===== src/hw/nvmc_consts.svh =====
/*
  Offsets, field positions, reset values and timing figures of the
  nonvolatile control block. Definitions only; included by the package
  and the bench modules.
*/
`ifndef NVMC_CONSTS_SVH
`define NVMC_CONSTS_SVH

// register offsets on the serial register port
`define NVMC_OFS_PLLCFG 7'h2A
`define NVMC_OFS_SCRC 7'h2F
`define NVMC_OFS_CNT 7'h30
`define NVMC_OFS_CTL 7'h31
`define NVMC_OFS_UNLK 7'h38

// settle selector fields
`define NVMC_CLSD_LSB 2
`define NVMC_VCO_LSB 0
`define NVMC_PLLCFG_RST 4'h9

// control register bits
`define NVMC_CTL_COPY 6
`define NVMC_CTL_CRCERR 5
`define NVMC_CTL_AUTOCRC 4
`define NVMC_CTL_LOAD 3
`define NVMC_CTL_BUSY 2
`define NVMC_CTL_ERASE 1
`define NVMC_CTL_PROG 0
`define NVMC_AUTOCRC_RST 1'h1
`define NVMC_SCRC_RST 8'h00
`define NVMC_CNT_RST 8'h00
`define NVMC_CNT_MAX 8'hFF

// array size and crc polynomial
`define NVMC_NVM_DEPTH 32
`define NVMC_CRC_POLY 8'h07

// timing: clock period and microsecond tick
`define NVMC_CLK_NS 10
`define NVMC_US_NS 1000
`define NVMC_CYCLES_PER_US (`NVMC_US_NS / `NVMC_CLK_NS)
`define NVMC_ERASE_MS 115
`define NVMC_PROG_MS 115
`define NVMC_ERASE_US (`NVMC_ERASE_MS * 1000)
`define NVMC_PROG_US (`NVMC_PROG_MS * 1000)

// settle times in microseconds, codes 0..3
`define NVMC_VCO_US0 20
`define NVMC_VCO_US1 400
`define NVMC_VCO_US2 4000
`define NVMC_VCO_US3 10000
`define NVMC_CLSD_US0 150
`define NVMC_CLSD_US1 300
`define NVMC_CLSD_US2 500
`define NVMC_CLSD_US3 2000

`endif


===== src/hw/nvmc_pkg.sv =====
/*
  Types of the nonvolatile control block.
  Assumes nvmc_consts.svh is on the include path.
*/
`include "nvmc_consts.svh"

package nvmc_pkg;

  typedef enum logic [2:0] {
    NVMC_LOAD = 3'b000,
    NVMC_IDLE = 3'b001,
    NVMC_COPY = 3'b010,
    NVMC_ERASE = 3'b011,
    NVMC_EWAIT = 3'b100,
    NVMC_PROG = 3'b101,
    NVMC_PWAIT = 3'b110,
    NVMC_RELOAD = 3'b111
  } nvmc_state_e;

  // one register access from the serial engine
  typedef struct packed {
    logic wr;
    logic rd;
    logic [6:0] addr;
    logic [7:0] wdata;
  } nvmc_reg_req_s;

  // one configuration byte handed to the live registers during a load
  typedef struct packed {
    logic valid;
    logic [4:0] idx;
    logic [7:0] data;
  } nvmc_cfg_byte_s;

endpackage


===== src/hw/nvmc_ctrl.sv =====
/*
  Nonvolatile array control and pll settle timing, register side.
  Assumes a serial engine that presents one register access per cycle
  on regReq and pulses txnEnd at the end of each serial transaction.
*/
// Behaviour
// - closed-loop settle code picks 150/300/500/2000 us, resets to 2
// - vco settle code picks 20/400/4000/10000 us, resets to 1
// - read-only byte shows the stored crc fetched from the array
// - counter increments after each erase/program cycle, kept in the array
// - counter reloads after reset, after a load, after each cycle
// - counter saturates at 255
// - copy bit copies live registers into the sram, clears when done
// - crc error flag sets on a mismatch while loading from the array
// - auto crc enable, reset one, computes stored crc on program
// - array loads into registers after reset and on load bit, self clears
// - register reads are not served while a load runs
// - busy flag stays high through erase/program, array access refused
// - erase starts only if previous transaction wrote the unlock key
// - erase lasts about 115 ms with busy high
// - program starts only if previous transaction wrote the unlock key
// - erase and program together run erase then program
// - program lasts about 115 ms with busy high
`timescale 1ns/10ps

module nvmc_ctrl
  import nvmc_pkg::*;
#(
  parameter int DEPTH = `NVMC_NVM_DEPTH,
  parameter int CYCLES_PER_US = `NVMC_CYCLES_PER_US,
  parameter int ERASE_US = `NVMC_ERASE_US,
  parameter int PROG_US = `NVMC_PROG_US,
  parameter int VCO_US0 = `NVMC_VCO_US0,
  parameter int VCO_US1 = `NVMC_VCO_US1,
  parameter int VCO_US2 = `NVMC_VCO_US2,
  parameter int VCO_US3 = `NVMC_VCO_US3,
  parameter int CLSD_US0 = `NVMC_CLSD_US0,
  parameter int CLSD_US1 = `NVMC_CLSD_US1,
  parameter int CLSD_US2 = `NVMC_CLSD_US2,
  parameter int CLSD_US3 = `NVMC_CLSD_US3,
  // key value arbitrary
  parameter logic [7:0] UNLOCK_KEY = 8'h5A
) (
  input wire logic clk,
  input wire logic rst,
  input nvmc_reg_req_s regReq,
  input wire logic txnEnd,
  output logic regRdReady,
  output logic regRdValid,
  output logic [7:0] regRdData,
  output nvmc_cfg_byte_s cfgLoad,
  output logic [$clog2(DEPTH)-1:0] liveAddr,
  input wire logic [7:0] liveData,
  input wire logic pllCalStart,
  output logic pllSettling,
  output logic pllSettleDone,
  output logic [1:0] vcoSettleSel,
  output logic [1:0] closedLoopSettleSel,
  output logic arrayBusy
);

  localparam int AW = $clog2(DEPTH);
  localparam logic [AW-1:0] IDX_PLL = AW'(DEPTH - 3);
  localparam logic [AW-1:0] IDX_CNT = AW'(DEPTH - 2);
  localparam logic [AW-1:0] IDX_CRC = AW'(DEPTH - 1);

  if (DEPTH < 4 || DEPTH != (1 << AW) || AW > 5 || CYCLES_PER_US < 1 || CYCLES_PER_US > 128
      || ERASE_US >= (1 << 17) || PROG_US >= (1 << 17)) begin : g_chk
    $error("nvmc_ctrl: unsupported parameter values");
  end

  function automatic logic [7:0] nvmcCrc8(input logic [7:0] crc, input logic [7:0] data);
    logic [7:0] c;
    c = crc ^ data;
    for (int i = 0; i < 8; i++) begin
      c = c[7] ? ((c << 1) ^ `NVMC_CRC_POLY) : (c << 1);
    end
    return c;
  endfunction

  function automatic logic [16:0] nvmcPick(input logic [1:0] sel, input int a, input int b,
                                           input int c, input int d);
    case (sel)
      2'h0: nvmcPick = 17'(a);
      2'h1: nvmcPick = 17'(b);
      2'h2: nvmcPick = 17'(c);
      default: nvmcPick = 17'(d);
    endcase
  endfunction

  nvmc_state_e state_q;
  logic [AW:0] ptr_q;
  logic rdV_q;
  logic [AW-1:0] rdIdx_q;
  logic [7:0] crc_q;
  logic [3:0] pllCfg_q;
  logic [7:0] count_q;
  logic [7:0] storedCrc_q;
  logic crcErr_q;
  logic autoCrc_q;
  logic opProg_q;
  logic unlockSeen_q;
  logic unlockOk_q;
  logic [16:0] waitUs_q;
  logic [6:0] tickCnt_q;
  logic usTick;
  logic [1:0] settlePhase_q;
  logic [16:0] settleUs_q;
  logic [AW-1:0] eeAddr, srAddr;
  logic eeWe, srWe;
  logic [7:0] eeWd, srWd, eeRd, srRd;
  logic wrCtl, walkEnd;
  logic [7:0] cntNext;

  assign wrCtl = regReq.wr && regReq.addr == `NVMC_OFS_CTL;
  assign walkEnd = ptr_q[AW] && !rdV_q;
  // saturating increment
  // stop at 255
  assign cntNext = (count_q == `NVMC_CNT_MAX) ? count_q : count_q + 8'h01;
  assign liveAddr = ptr_q[AW-1:0];
  assign arrayBusy = state_q inside {NVMC_ERASE, NVMC_EWAIT, NVMC_PROG, NVMC_PWAIT,
                                     NVMC_RELOAD};
  assign regRdReady = state_q != NVMC_LOAD;
  assign vcoSettleSel = pllCfg_q[`NVMC_VCO_LSB +: 2];
  assign closedLoopSettleSel = pllCfg_q[`NVMC_CLSD_LSB +: 2];

  //////////////////////////////////////////////////////////////////////////////
  nvmc_mem #(.DW(8), .DEPTH(DEPTH)) u_eeprom (
    .clk(clk),
    .rst(rst),
    .wrEn(eeWe),
    .addr(eeAddr),
    .wrData(eeWd),
    .rdData(eeRd)
  );

  nvmc_mem #(.DW(8), .DEPTH(DEPTH)) u_sram (
    .clk(clk),
    .rst(rst),
    .wrEn(srWe),
    .addr(srAddr),
    .wrData(srWd),
    .rdData(srRd)
  );

  // array port steering per state
  always_comb begin
    eeAddr = ptr_q[AW-1:0];
    eeWe = 1'b0;
    eeWd = 8'h00;
    srAddr = ptr_q[AW-1:0];
    srWe = 1'b0;
    srWd = 8'h00;
    case (state_q)
      NVMC_LOAD: begin
        // sram mirrors the array as it streams out
        srAddr = rdIdx_q;
        srWe = rdV_q;
        srWd = eeRd;
      end
      NVMC_COPY: begin
        srWe = !ptr_q[AW];
        if (ptr_q[AW-1:0] == IDX_PLL) begin
          srWd = {4'h0, pllCfg_q};
        end else if (ptr_q[AW-1:0] == IDX_CNT) begin
          srWd = count_q;
        end else if (ptr_q[AW-1:0] == IDX_CRC) begin
          srWd = storedCrc_q;
        end else begin
          srWd = liveData;
        end
      end
      NVMC_ERASE: begin
        // counter byte survives erase
        eeWe = !ptr_q[AW] && ptr_q[AW-1:0] != IDX_CNT;
      end
      NVMC_PROG: begin
        eeAddr = rdIdx_q;
        eeWe = rdV_q && rdIdx_q != IDX_CNT;
        eeWd = (rdIdx_q == IDX_CRC && autoCrc_q) ? crc_q : srRd;
      end
      NVMC_RELOAD: begin
        eeAddr = IDX_CNT;
        eeWe = ptr_q == '0;
        eeWd = cntNext;
      end
      default: begin
      end
    endcase
  end

  //////////////////////////////////////////////////////////////////////////////
  // microsecond tick for all long waits
  always_ff @(posedge clk) begin
    if (rst || usTick) begin
      tickCnt_q <= 7'h00;
    end else begin
      tickCnt_q <= tickCnt_q + 7'h01;
    end
  end
  assign usTick = tickCnt_q == 7'(CYCLES_PER_US - 1);

  // sequencer
  always_ff @(posedge clk) begin
    if (rst) begin
      state_q <= NVMC_LOAD;
      ptr_q <= '0;
      opProg_q <= 1'b0;
      waitUs_q <= 17'h00000;
    end else begin
      case (state_q)
        NVMC_IDLE: begin
          ptr_q <= '0;
          if (wrCtl && (regReq.wdata[`NVMC_CTL_ERASE] || regReq.wdata[`NVMC_CTL_PROG])) begin
            if (unlockOk_q) begin
              opProg_q <= regReq.wdata[`NVMC_CTL_PROG];
              state_q <= regReq.wdata[`NVMC_CTL_ERASE] ? NVMC_ERASE : NVMC_PROG;
            end
          end else if (wrCtl && regReq.wdata[`NVMC_CTL_LOAD]) begin
            state_q <= NVMC_LOAD;
          end else if (wrCtl && regReq.wdata[`NVMC_CTL_COPY]) begin
            state_q <= NVMC_COPY;
          end
        end
        NVMC_LOAD, NVMC_PROG: begin
          if (!ptr_q[AW]) begin
            ptr_q <= ptr_q + 1'b1;
          end else if (walkEnd) begin
            state_q <= (state_q == NVMC_PROG) ? NVMC_PWAIT : NVMC_IDLE;
            waitUs_q <= 17'(PROG_US);
          end
        end
        NVMC_COPY, NVMC_ERASE: begin
          if (!ptr_q[AW]) begin
            ptr_q <= ptr_q + 1'b1;
          end else begin
            state_q <= (state_q == NVMC_ERASE) ? NVMC_EWAIT : NVMC_IDLE;
            waitUs_q <= 17'(ERASE_US);
          end
        end
        NVMC_EWAIT, NVMC_PWAIT: begin
          ptr_q <= '0;
          if (waitUs_q == 17'h00000) begin
            state_q <= (state_q == NVMC_EWAIT && opProg_q) ? NVMC_PROG : NVMC_RELOAD;
          end else if (usTick) begin
            waitUs_q <= waitUs_q - 17'h00001;
          end
        end
        default: begin
          // reload: write count, read it, capture it
          ptr_q <= ptr_q + 1'b1;
          if (ptr_q == (AW+1)'(3)) begin
            state_q <= NVMC_IDLE;
            opProg_q <= 1'b0;
          end
        end
      endcase
    end
  end

  // read pipeline and crc accumulation
  always_ff @(posedge clk) begin
    if (rst) begin
      rdV_q <= 1'b0;
      rdIdx_q <= '0;
      crc_q <= 8'h00;
    end else begin
      rdV_q <= (state_q == NVMC_LOAD || state_q == NVMC_PROG) && !ptr_q[AW];
      rdIdx_q <= ptr_q[AW-1:0];
      if (state_q == NVMC_IDLE || state_q == NVMC_EWAIT) begin
        crc_q <= 8'h00;
      end else if (rdV_q && rdIdx_q <= IDX_PLL) begin
        crc_q <= nvmcCrc8(crc_q, (state_q == NVMC_LOAD) ? eeRd : srRd);
      end
    end
  end

  // live values captured from the array
  always_ff @(posedge clk) begin
    if (rst) begin
      pllCfg_q <= `NVMC_PLLCFG_RST;
      count_q <= `NVMC_CNT_RST;
      storedCrc_q <= `NVMC_SCRC_RST;
      crcErr_q <= 1'b0;
      cfgLoad <= '0;
    end else begin
      cfgLoad.valid <= state_q == NVMC_LOAD && rdV_q;
      cfgLoad.idx <= 5'(rdIdx_q);
      cfgLoad.data <= eeRd;
      if (regReq.wr && regReq.addr == `NVMC_OFS_PLLCFG) begin
        pllCfg_q <= regReq.wdata[3:0];
      end
      if (state_q == NVMC_LOAD && rdV_q) begin
        if (rdIdx_q == IDX_PLL) begin
          pllCfg_q <= eeRd[3:0];
        end
        if (rdIdx_q == IDX_CNT) begin
          count_q <= eeRd;
        end
        if (rdIdx_q == IDX_CRC) begin
          storedCrc_q <= eeRd;
        end
      end
      if (state_q == NVMC_LOAD && walkEnd) begin
        crcErr_q <= crc_q != storedCrc_q;
      end
      if (state_q == NVMC_PROG && rdV_q && rdIdx_q == IDX_CRC) begin
        storedCrc_q <= eeWd;
      end
      if (state_q == NVMC_RELOAD && ptr_q == (AW+1)'(2)) begin
        count_q <= eeRd;
      end
    end
  end

  //////////////////////////////////////////////////////////////////////////////
  // unlock tracking: only the transaction just before counts
  always_ff @(posedge clk) begin
    if (rst) begin
      unlockSeen_q <= 1'b0;
      unlockOk_q <= 1'b0;
      autoCrc_q <= `NVMC_AUTOCRC_RST;
    end else begin
      if (wrCtl) begin
        autoCrc_q <= regReq.wdata[`NVMC_CTL_AUTOCRC];
      end
      if (txnEnd) begin
        unlockOk_q <= (regReq.wr && regReq.addr == `NVMC_OFS_UNLK)
                      ? (regReq.wdata == UNLOCK_KEY) : unlockSeen_q;
        unlockSeen_q <= 1'b0;
      end else if (regReq.wr && regReq.addr == `NVMC_OFS_UNLK) begin
        unlockSeen_q <= regReq.wdata == UNLOCK_KEY;
      end
    end
  end

  // register read port
  always_ff @(posedge clk) begin
    if (rst) begin
      regRdValid <= 1'b0;
      regRdData <= 8'h00;
    end else begin
      regRdValid <= regReq.rd && regRdReady;
      if (regReq.addr == `NVMC_OFS_PLLCFG) begin
        regRdData <= {4'h0, pllCfg_q};
      end else if (regReq.addr == `NVMC_OFS_SCRC) begin
        regRdData <= storedCrc_q;
      end else if (regReq.addr == `NVMC_OFS_CNT) begin
        regRdData <= count_q;
      end else if (regReq.addr == `NVMC_OFS_CTL) begin
        regRdData <= {1'b0, state_q == NVMC_COPY, crcErr_q, autoCrc_q,
                      state_q == NVMC_LOAD, arrayBusy,
                      state_q == NVMC_ERASE || state_q == NVMC_EWAIT,
                      arrayBusy && opProg_q && state_q != NVMC_RELOAD};
      end else begin
        regRdData <= 8'h00;
      end
    end
  end

  //////////////////////////////////////////////////////////////////////////////
  // pll settle: vco wait, then closed-loop wait
  always_ff @(posedge clk) begin
    if (rst) begin
      settlePhase_q <= 2'h0;
      settleUs_q <= 17'h00000;
      pllSettleDone <= 1'b0;
    end else begin
      pllSettleDone <= 1'b0;
      if (pllCalStart) begin
        settlePhase_q <= 2'h1;
        settleUs_q <= nvmcPick(vcoSettleSel, VCO_US0, VCO_US1, VCO_US2, VCO_US3);
      end else if (settlePhase_q != 2'h0) begin
        if (settleUs_q != 17'h00000) begin
          if (usTick) begin
            settleUs_q <= settleUs_q - 17'h00001;
          end
        end else if (settlePhase_q == 2'h1) begin
          settlePhase_q <= 2'h2;
          settleUs_q <= nvmcPick(closedLoopSettleSel, CLSD_US0, CLSD_US1, CLSD_US2,
                                 CLSD_US3);
        end else begin
          settlePhase_q <= 2'h0;
          pllSettleDone <= 1'b1;
        end
      end
    end
  end
  assign pllSettling = settlePhase_q != 2'h0;

endmodule


===== src/hw/nvmc_mem.sv =====
/*
  Single-port byte memory with registered read data.
  Assumes one clock, synchronous active-high reset for the read register.
*/
`timescale 1ns/10ps

module nvmc_mem #(
  parameter int DW = 8,
  parameter int DEPTH = 32
) (
  input wire logic clk,
  input wire logic rst,
  input wire logic wrEn,
  input wire logic [$clog2(DEPTH)-1:0] addr,
  input wire logic [DW-1:0] wrData,
  output logic [DW-1:0] rdData
);

  // blank array reads zero, so the wear count starts defined
  logic [DW-1:0] mem [DEPTH] = '{default: '0};

  if (DEPTH < 2 || DW < 1) begin : g_chk
    $error("nvmc_mem: unsupported geometry");
  end

  always_ff @(posedge clk) begin
    if (wrEn) begin
      mem[addr] <= wrData;
    end
  end

  always_ff @(posedge clk) begin
    if (rst) begin
      rdData <= '0;
    end else begin
      rdData <= mem[addr];
    end
  end

endmodule


===== config.mk =====
export PLATFORM = sky130hd
export DESIGN_NAME = nvmc_ctrl
export DESIGN_NICKNAME = d
export VERILOG_FILES = /design/src/hw/nvmc_pkg.sv /design/src/hw/nvmc_ctrl.sv /design/src/hw/nvmc_mem.sv
export VERILOG_INCLUDE_DIRS = /design/src /design/src/hw
export SDC_FILE = /design/constraint.sdc
export NUM_CORES = 1
export LEC_CHECK = 0
export BUFFER_PORTS_ARGS = -buffer_cell sky130_fd_sc_hd__buf_2
export CAP_MARGIN = 20
export CORE_MARGIN = 4
export CORE_UTILIZATION = 50
export DETAILED_ROUTE_END_ITERATION = 8
export HOLD_SLACK_MARGIN = 0.06
export PLACE_DENSITY = 0.72
export REMOVE_ABC_BUFFERS = 1
export SLEW_MARGIN = 20
export SYNTH_ARGS = -nofsm -noshare
export SYNTH_HDL_FRONTEND = slang
export SYNTH_SLANG_ARGS = --single-unit

===== constraint.sdc =====
create_clock -name clk -period 3.84 [get_ports clk]
set_input_delay 0.192 -clock clk [delete_from_list [all_inputs] [get_ports clk]]
set_output_delay 0.192 -clock clk [all_outputs]
set_load 0.02 [all_outputs]

==> run_results.csv, run 1 <==
group,metric,value,unit
final_layout,regArea,18000,sq um
clock_tree,cts_hold_buf,11,
clock_tree,cts-buffers-inserted,68,
worst_setup_path,critPathLaunchType,"register",
worst_setup_path,reg2reg_to,"u_eeprom.rdData[0]",
timing,rsz0062_at_grt,"no",
timing,period_needed,3.53,ns
power_and_ir_drop,p_sw_share,25.6,%
global_routing,grt_pass1_wl,115,mm
timing,fin_crit_sh,92.0,%
synthesis,synthArstFlopShare,0,%
worst_setup_path,cp-startpoint,"state_q[0]",
timing,slew_violations,0,
synthesis,synth-seq-cells,643,
worst_setup_path,worstSetupPathType,"reg -> reg",
die,io_pins,65,
synthesis,synth-simple-area-share,10.9,%
final_layout,final_cell_mix,"edfxtp_1, nand2_1, nor2_1, dfxtp_1, buf_4",
clock_tree,cts_tree,"yes",
synthesis,synth-xor-area-share,1.68,%
die,start_util,51.0,%
status,status,"completed",
timing,hold_viol,0,
routing,drc,0,
final_layout,stdcell_count,3044,
die,die-area,60500,sq um
clock_tree,cts.htree.levels,3,
worst_setup_path,worstPathRequired,4.35,ns
worst_hold_path,holdCritPathClass,"in -> reg",
clock_tree,path_clk_slew,0.06,ns
synthesis,syn_inst,2124,
die,die_x,246,um
power_and_ir_drop,peakVddDrop,0.280,mV
routing,vias_per_cell,6.36,
final_layout,syn_to_final_growth,13.7,%
synthesis,yosys.cell_types.count,89,
power_and_ir_drop,p_seq_share,47.3,%
clock_tree,cts-root-buf,"clkbuf_16",
power_and_ir_drop,power_density,511,nW/um^2
clock_tree,cts_sinks,643,
timing,fin_setup_tns,0,ns
final_layout,final_cell_area,32200,sq um
flow_run,cap_violations,0,
worst_setup_path,worstPathCellList,"buf_4 -> nand2_2 -> a21oi_4 -> buf_12 -> a211oi_1 -> a311oi_1 -> o21ai_0 -> a41oi_1",
routing,ant_nets,0,
worst_hold_path,worstHoldStart,"regReq[8]",
die,rows,86,
routing,num_vias,19354,
die,dieHeight,246,um
clock_tree,postCtsSetupBuffers,0,
timing,worst_pin_slew,1.08,ns
global_routing,grt_usage,24.7,%
power_and_ir_drop,power_frac_comb,14.0,%
placement,gp_congestion,0.964,
power_and_ir_drop,total_power,0.0164,W
synthesis,yosys_warnings,0,
final_layout,fill_cells,4277,
synthesis,synth.area.mux_share,9.63,%
timing,skew,0.0317,ns
worst_setup_path,reg2reg_depth,8,
routing,drt-total-wl,75.2,mm
timing,fin_ws,0.306,ns
placement,post-place-ws,0.462,ns
synthesis,ys.flop_type,"edfxtp_1",
final_layout,multi_input_area,9680,sq um
worst_setup_path,r2r_start,"state_q[0]",
synthesis,synth_adder_area_share,0.928,%
worst_setup_path,slowest_delay,0.71,ns
global_routing,antenna_found_initial,0,
worst_setup_path,worst_ep_arrival_time,4.04,ns
final_layout,layout-drive-gt1-share,18.3,%
final_layout,layout_commonest_cell,"edfxtp_1",
final_layout,layout.nets,2290,
worst_setup_path,cp-end-kind,"register",
power_and_ir_drop,p_int,0.0122,W
placement,io_buffers,64,
placement,place_area,29900,sq um
routing,drt-initial-drc-count,2489,
die,core_region_area,55500,sq um
clock_tree,cts_buffer_depth,3,
worst_setup_path,r2r_setup_slack,0.31,ns
routing,avgRoutedWirePerCell,24.7,um
routing,firstDrtPassIters,8,
placement,numPlacedInstances,2907,
global_routing,grt_pass1_vias,18800,
global_routing,grt_max_degree,70,
synthesis,synth_top_family_by_area,"simple AND/OR/NAND/NOR gates",
power_and_ir_drop,power_leakage,10.3,nW
synthesis,synth_area_per_cell,13.3,sq um
power_and_ir_drop,pwr-share-clk,38.6,%
timing,max_slew_margin,27.8,%
worst_hold_path,hold_depth,5,
worst_setup_path,path_max_fanout,69,
timing,fmax,0.283,GHz
power_and_ir_drop,switchingPower,0.00420,W
placement,dp_hpwl,48.4,mm
synthesis,syn_area,28300,sq um
final_layout,antenna_cells,0,
synthesis,synth_compound_area_share,10.6,%
synthesis,yosysSeqAreaShare,63.6,%
worst_hold_path,hold_path_end,"regRdData[1]",
clock_tree,cts.repair.resized,0,
clock_tree,insertion_delay,0.60,ns
global_routing,grt_overflow,0,
worst_setup_path,slowest_stage,"dfxtp_1",
synthesis,synth_edf_count,512,
timing,setup_violations,0,
-- critical path, delay by kind of cell, from the launching register on --
kind / cells / cell delay (ns)
AOI/OAI and AO/OA: 5 / 1.69
DFF: 1 / 0.71
buffers and inverters: 2 / 0.67
and+or+nand+nor: 1 / 0.27
-- flip-flops by register name, indices dropped and copies added, names as in the netlist, 2 cells and up --
signal,flops
u_eeprom.mem,256
u_sram.mem,256
settleUs_q,17
waitUs_q,17
cfgLoad,14
count_q,8
crc_q,8
regRdData,8
storedCrc_q,8
u_eeprom.rdData,8
u_sram.rdData,8
tickCnt_q,7
ptr_q,6
rdIdx_q,5
pllCfg_q,4
state_q,3
settlePhase_q,2
-- worst max path at each step --
stage | slack, ns | endpoint | cells past startpoint
finish | 0.31 | u_eeprom.rdData[0] | 8
global route | 0.17 | u_eeprom.rdData[0] | 8
CTS | 0.42 | u_eeprom.rdData[0] | 8
detailed placement | 0.46 | u_eeprom.rdData[0] | 8
global placement | 0.60 | u_eeprom.rdData[0] | 8
floorplan | -0.95 | u_eeprom.rdData[3] | 6
-- routing by layer --
layer  up-vias  wire [um]  global-route usage, %
met2      1123      34800                   38.4
met3       140       7970                   4.85
li1       8470          -                      -
met4         0       2090                   7.84
met1      9621      30400                   35.6
met5         -          0                      0
-- cell type report --
cell class | count | area share [%]
clock buffer | 104 | 6.22
timing repair buffer | 181 | 4.01
tap | 748 | 2.91
clock inverter | 22 | 0.494
inverter | 29 | 0.338
sequential | 643 | 55.9
multi-input combinational | 1317 | 30.1
-- stage by stage --
| stage | util, % | hold slack (ns) |
|---|---|---|
| detailed placement | 53.9 | 0.405 |
| CTS | 57.9 | 0.0714 |
| global placement | 53.9 | 0.393 |
| floorplan | - | 0.259 |
| finish | 58.0 | 0.105 |
| global route | 58.0 | 0.109 |
-- synthesized netlist by cell type, types with 6 or more instances --
cell type	number	area share, %
dfxtp_1	131	9.3
mux2_2	24	0.95
clkbuf_1	61	0.81
nand2_1	198	2.6
ha_1	21	0.93
a311oi_1	21	0.65
or3_1	9	0.20
o21ai_0	61	1.1
edfxtp_1	512	54
a32oi_1	9	0.28
a211oi_1	77	2.0
nand4_1	21	0.46
nand2b_1	13	0.29
a222oi_1	6	0.21
nor2b_1	25	0.55
buf_2	44	0.78
xnor2_1	31	0.96
inv_1	28	0.37
and3_1	35	0.77
nand3_1	53	0.94
nor2_1	175	2.3
a41oi_1	8	0.25
xor2_1	13	0.40
and2_1	12	0.27
a221oi_1	16	0.50
mux4_2	73	5.8
nor3b_1	6	0.16
a31oi_1	27	0.60
nor3_1	36	0.64
a22o_1	6	0.19
mux2i_1	81	2.9
o21a_1	18	0.48
o31ai_1	9	0.24
buf_1	11	0.15
nor4_1	14	0.31
o22ai_1	6	0.13
a21oi_1	88	1.6
buf_4	14	0.37
a22oi_1	21	0.56
-- power groups by stage --
stage	Clock [W]	Combinational (W)	Sequential [W]
6_report	0.00635	0.00230	0.00778
2_1_floorplan	0	0.00151	0.00792
5_1_grt	0.00674	0.00249	0.00779
4_1_cts	0.00642	0.00228	0.00777
3_3_place_gp	0	0.00222	0.00791
3_5_place_dp	0	0.00226	0.00792
-- logic make-up after synthesis --
kind of cell | Yosys count
flops | 643
buf+inv | 164
compound gates | 432
fa+ha+maj | 21
xor+xnor | 48
mux | 178
simple gates | 638
Note: power is estimated with default switching activity, not from simulation.
==> run 2: changes to the inputs <==
Settings changed: RECOVER_POWER from default to 100.
==> run 2 against run 1 <==
Compared with the run above: the flow now finishes with violations (max-capacitance violations, max-slew violations); clock power about the same; routed wire length decreased by 0.19%; critical endpoint is now u_eeprom.mem[23][5]; largest cell class unchanged; register-to-register slack got worse by 0.04 ns; sequential power hardly changed; core utilization fell by 0.62 points; critical path type unchanged; worst hold slack improved by 0.0046 ns; critical path depth shrank 2; via count fell by 0.19%; combinational power is 2% lower.
==> run_results.csv, run 2 (same netlist as run 1, synthesis figures left out) <==
group,metric,value,unit
status,status,"finished, violations left",
status,failed_checks,"max-capacitance violations, max-slew violations",
worst_setup_path,worst_ep_arrival_time,3.79,ns
worst_hold_path,holdCritPathClass,"in -> reg",
placement,numPlacedInstances,2907,
worst_setup_path,cp.buffers_inverters,2,
global_routing,grt_max_degree,70,
routing,avgRoutedWirePerCell,24.7,um
worst_setup_path,worstSetupPathType,"reg -> reg",
final_layout,stdcell_count,3044,
worst_setup_path,slowest_delay,0.77,ns
final_layout,syn_to_final_growth,12.5,%
timing,max_slew_margin,-89.1,%
die,rows,86,
die,dieHeight,246,um
clock_tree,path_clk_slew,0.06,ns
routing,drc,0,
worst_setup_path,worstPathCellList,"buf_4 -> clkbuf_2 -> a21oi_1 -> a31oi_1 -> nand2_1 -> nor2_1",
clock_tree,cts_tree,"yes",
clock_tree,cts-root-buf,"clkbuf_16",
flow_run,cap_violations,1,
worst_setup_path,worstPathRequired,4.06,ns
placement,dp_hpwl,48.4,mm
timing,fmax,0.280,GHz
global_routing,grt_usage,24.7,%
global_routing,grt_pass1_vias,18800,
timing,period_needed,3.58,ns
power_and_ir_drop,power_leakage,9.96,nW
final_layout,final_cell_mix,"edfxtp_1, nand2_1, nor2_1, dfxtp_1, clkbuf_1",
timing,setup_violations,0,
clock_tree,postCtsSetupBuffers,0,
global_routing,grt_overflow,0,
worst_setup_path,cp-end-kind,"register",
die,die_x,246,um
die,core_region_area,55500,sq um
die,io_pins,65,
placement,io_buffers,64,
final_layout,layout-drive-gt1-share,13.8,%
final_layout,reg.largest.list,"u_eeprom.mem x256, u_sram.mem x256",
timing,rsz0062_at_grt,"no",
clock_tree,cts-buffers-inserted,68,
die,die-area,60500,sq um
routing,drt-initial-drc-count,2462,
timing,worst_pin_slew,2.84,ns
final_layout,post-route-util,57.3,%
global_routing,antenna_found_initial,0,
clock_tree,cts.htree.levels,3,
clock_tree,cts_sinks,643,
power_and_ir_drop,total_power,0.0164,W
clock_tree,insertion_delay,0.60,ns
routing,vias_per_cell,6.35,
worst_setup_path,critPathLaunchType,"register",
final_layout,final_cell_area,31800,sq um
die,start_util,51.0,%
power_and_ir_drop,peakVddDrop,0.281,mV
timing,fin_setup_tns,0,ns
timing,fin_crit_sh,93.1,%
global_routing,grt_pass1_wl,115,mm
final_layout,layout_commonest_cell,"edfxtp_1",
routing,num_vias,19318,
clock_tree,cts_buffer_depth,3,
timing,skew,0.0317,ns
final_layout,antenna_cells,0,
final_layout,fill_cells,4374,
placement,place_area,29900,sq um
final_layout,layout.nets,2290,
routing,ant_nets,0,
worst_setup_path,path_max_fanout,19,
worst_setup_path,slowest_stage,"a31oi_1",
timing,slew_violations,55,
timing,hold_viol,0,
routing,firstDrtPassIters,7,
routing,drt-total-wl,75.0,mm
worst_setup_path,path_delay_family,"simple AND/OR/NAND/NOR gates",
power_and_ir_drop,power_density,515,nW/um^2
placement,gp_congestion,0.964,
run 2: cell count changes in the layout (fill, tap and decap cells not counted), moves of 5 or more:
| cell | previous run | this run |
|---|---|---|
| o21ai_0 | 54 | 59 |
| buf_2 | 63 | 31 |
| o21ai_2 | 7 | 2 |
| clkbuf_2 | 0 | 14 |
| buf_4 | 102 | 34 |
| clkbuf_1 | 23 | 109 |
run 2: worst register-to-register path, stage by stage, from the launching register on:
cell      delay, ns
dfxtp_1        0.71
buf_4          0.31
clkbuf_2       0.27
a21oi_1        0.13
a31oi_1        0.77
nand2_1        0.36
nor2_1         0.66
run 2: final timing paths:
path	start	end	slack [ns]	depth (start not counted)
worst max-delay path	state_q[0]	u_eeprom.mem[23][5]	0.26	6
worst max register to register	state_q[0]	u_eeprom.mem[23][5]	0.26	6
worst min-delay path	regReq[8]	regRdData[1]	0.11	5
worst min register to register	tickCnt_q[0]	tickCnt_q[0]	0.44	1
run 2: repair_timing:
action / in CTS / in global routing
endpoints found under the hold margin: 17 / 0
resized for setup: 0 / 0
endpoints found under the setup margin: 0 / 0
hold buffers: 11 / 0
run 2: where the power goes:
| group | internal, W | leakage [nW] | switching [W] |
|---|---|---|---|
| sequential | 0.00760 | 5.22 | 0.000182 |
| clock | 0.00368 | 1.06 | 0.00266 |
| combinational | 0.000923 | 3.68 | 0.00134 |
| total | 0.0122 | 9.96 | 0.00419 |
run 2: final cells by class:
cell class	instances	area, sq um	share of cell area (%)
clock buffers	104	2000	6.28
inverters	29	109	0.342
clock inverters	22	159	0.499
repair buffers	181	1010	3.18
well taps	748	936	2.94
multi-input cells	1317	9620	30.2
flip-flops and latches	643	18000	56.5
run 2: routing by layer:
metal / share of wire [%] / up-vias / global-route usage, %
li1: - / 8475 / -
met3: 10 / 155 / 4.85
met2: 46 / 1119 / 38.4
met4: 2.9 / 0 / 7.84
met5: 0 / - / 0
met1: 41 / 9569 / 35.6
run 2: through the flow:
step	setup WS (ns)	hold WS, ns
floorplan	-0.948	0.259
global placement	0.599	0.393
detailed placement	0.462	0.405
CTS	0.422	0.0714
global route	0.0978	0.109
finish	0.265	0.109
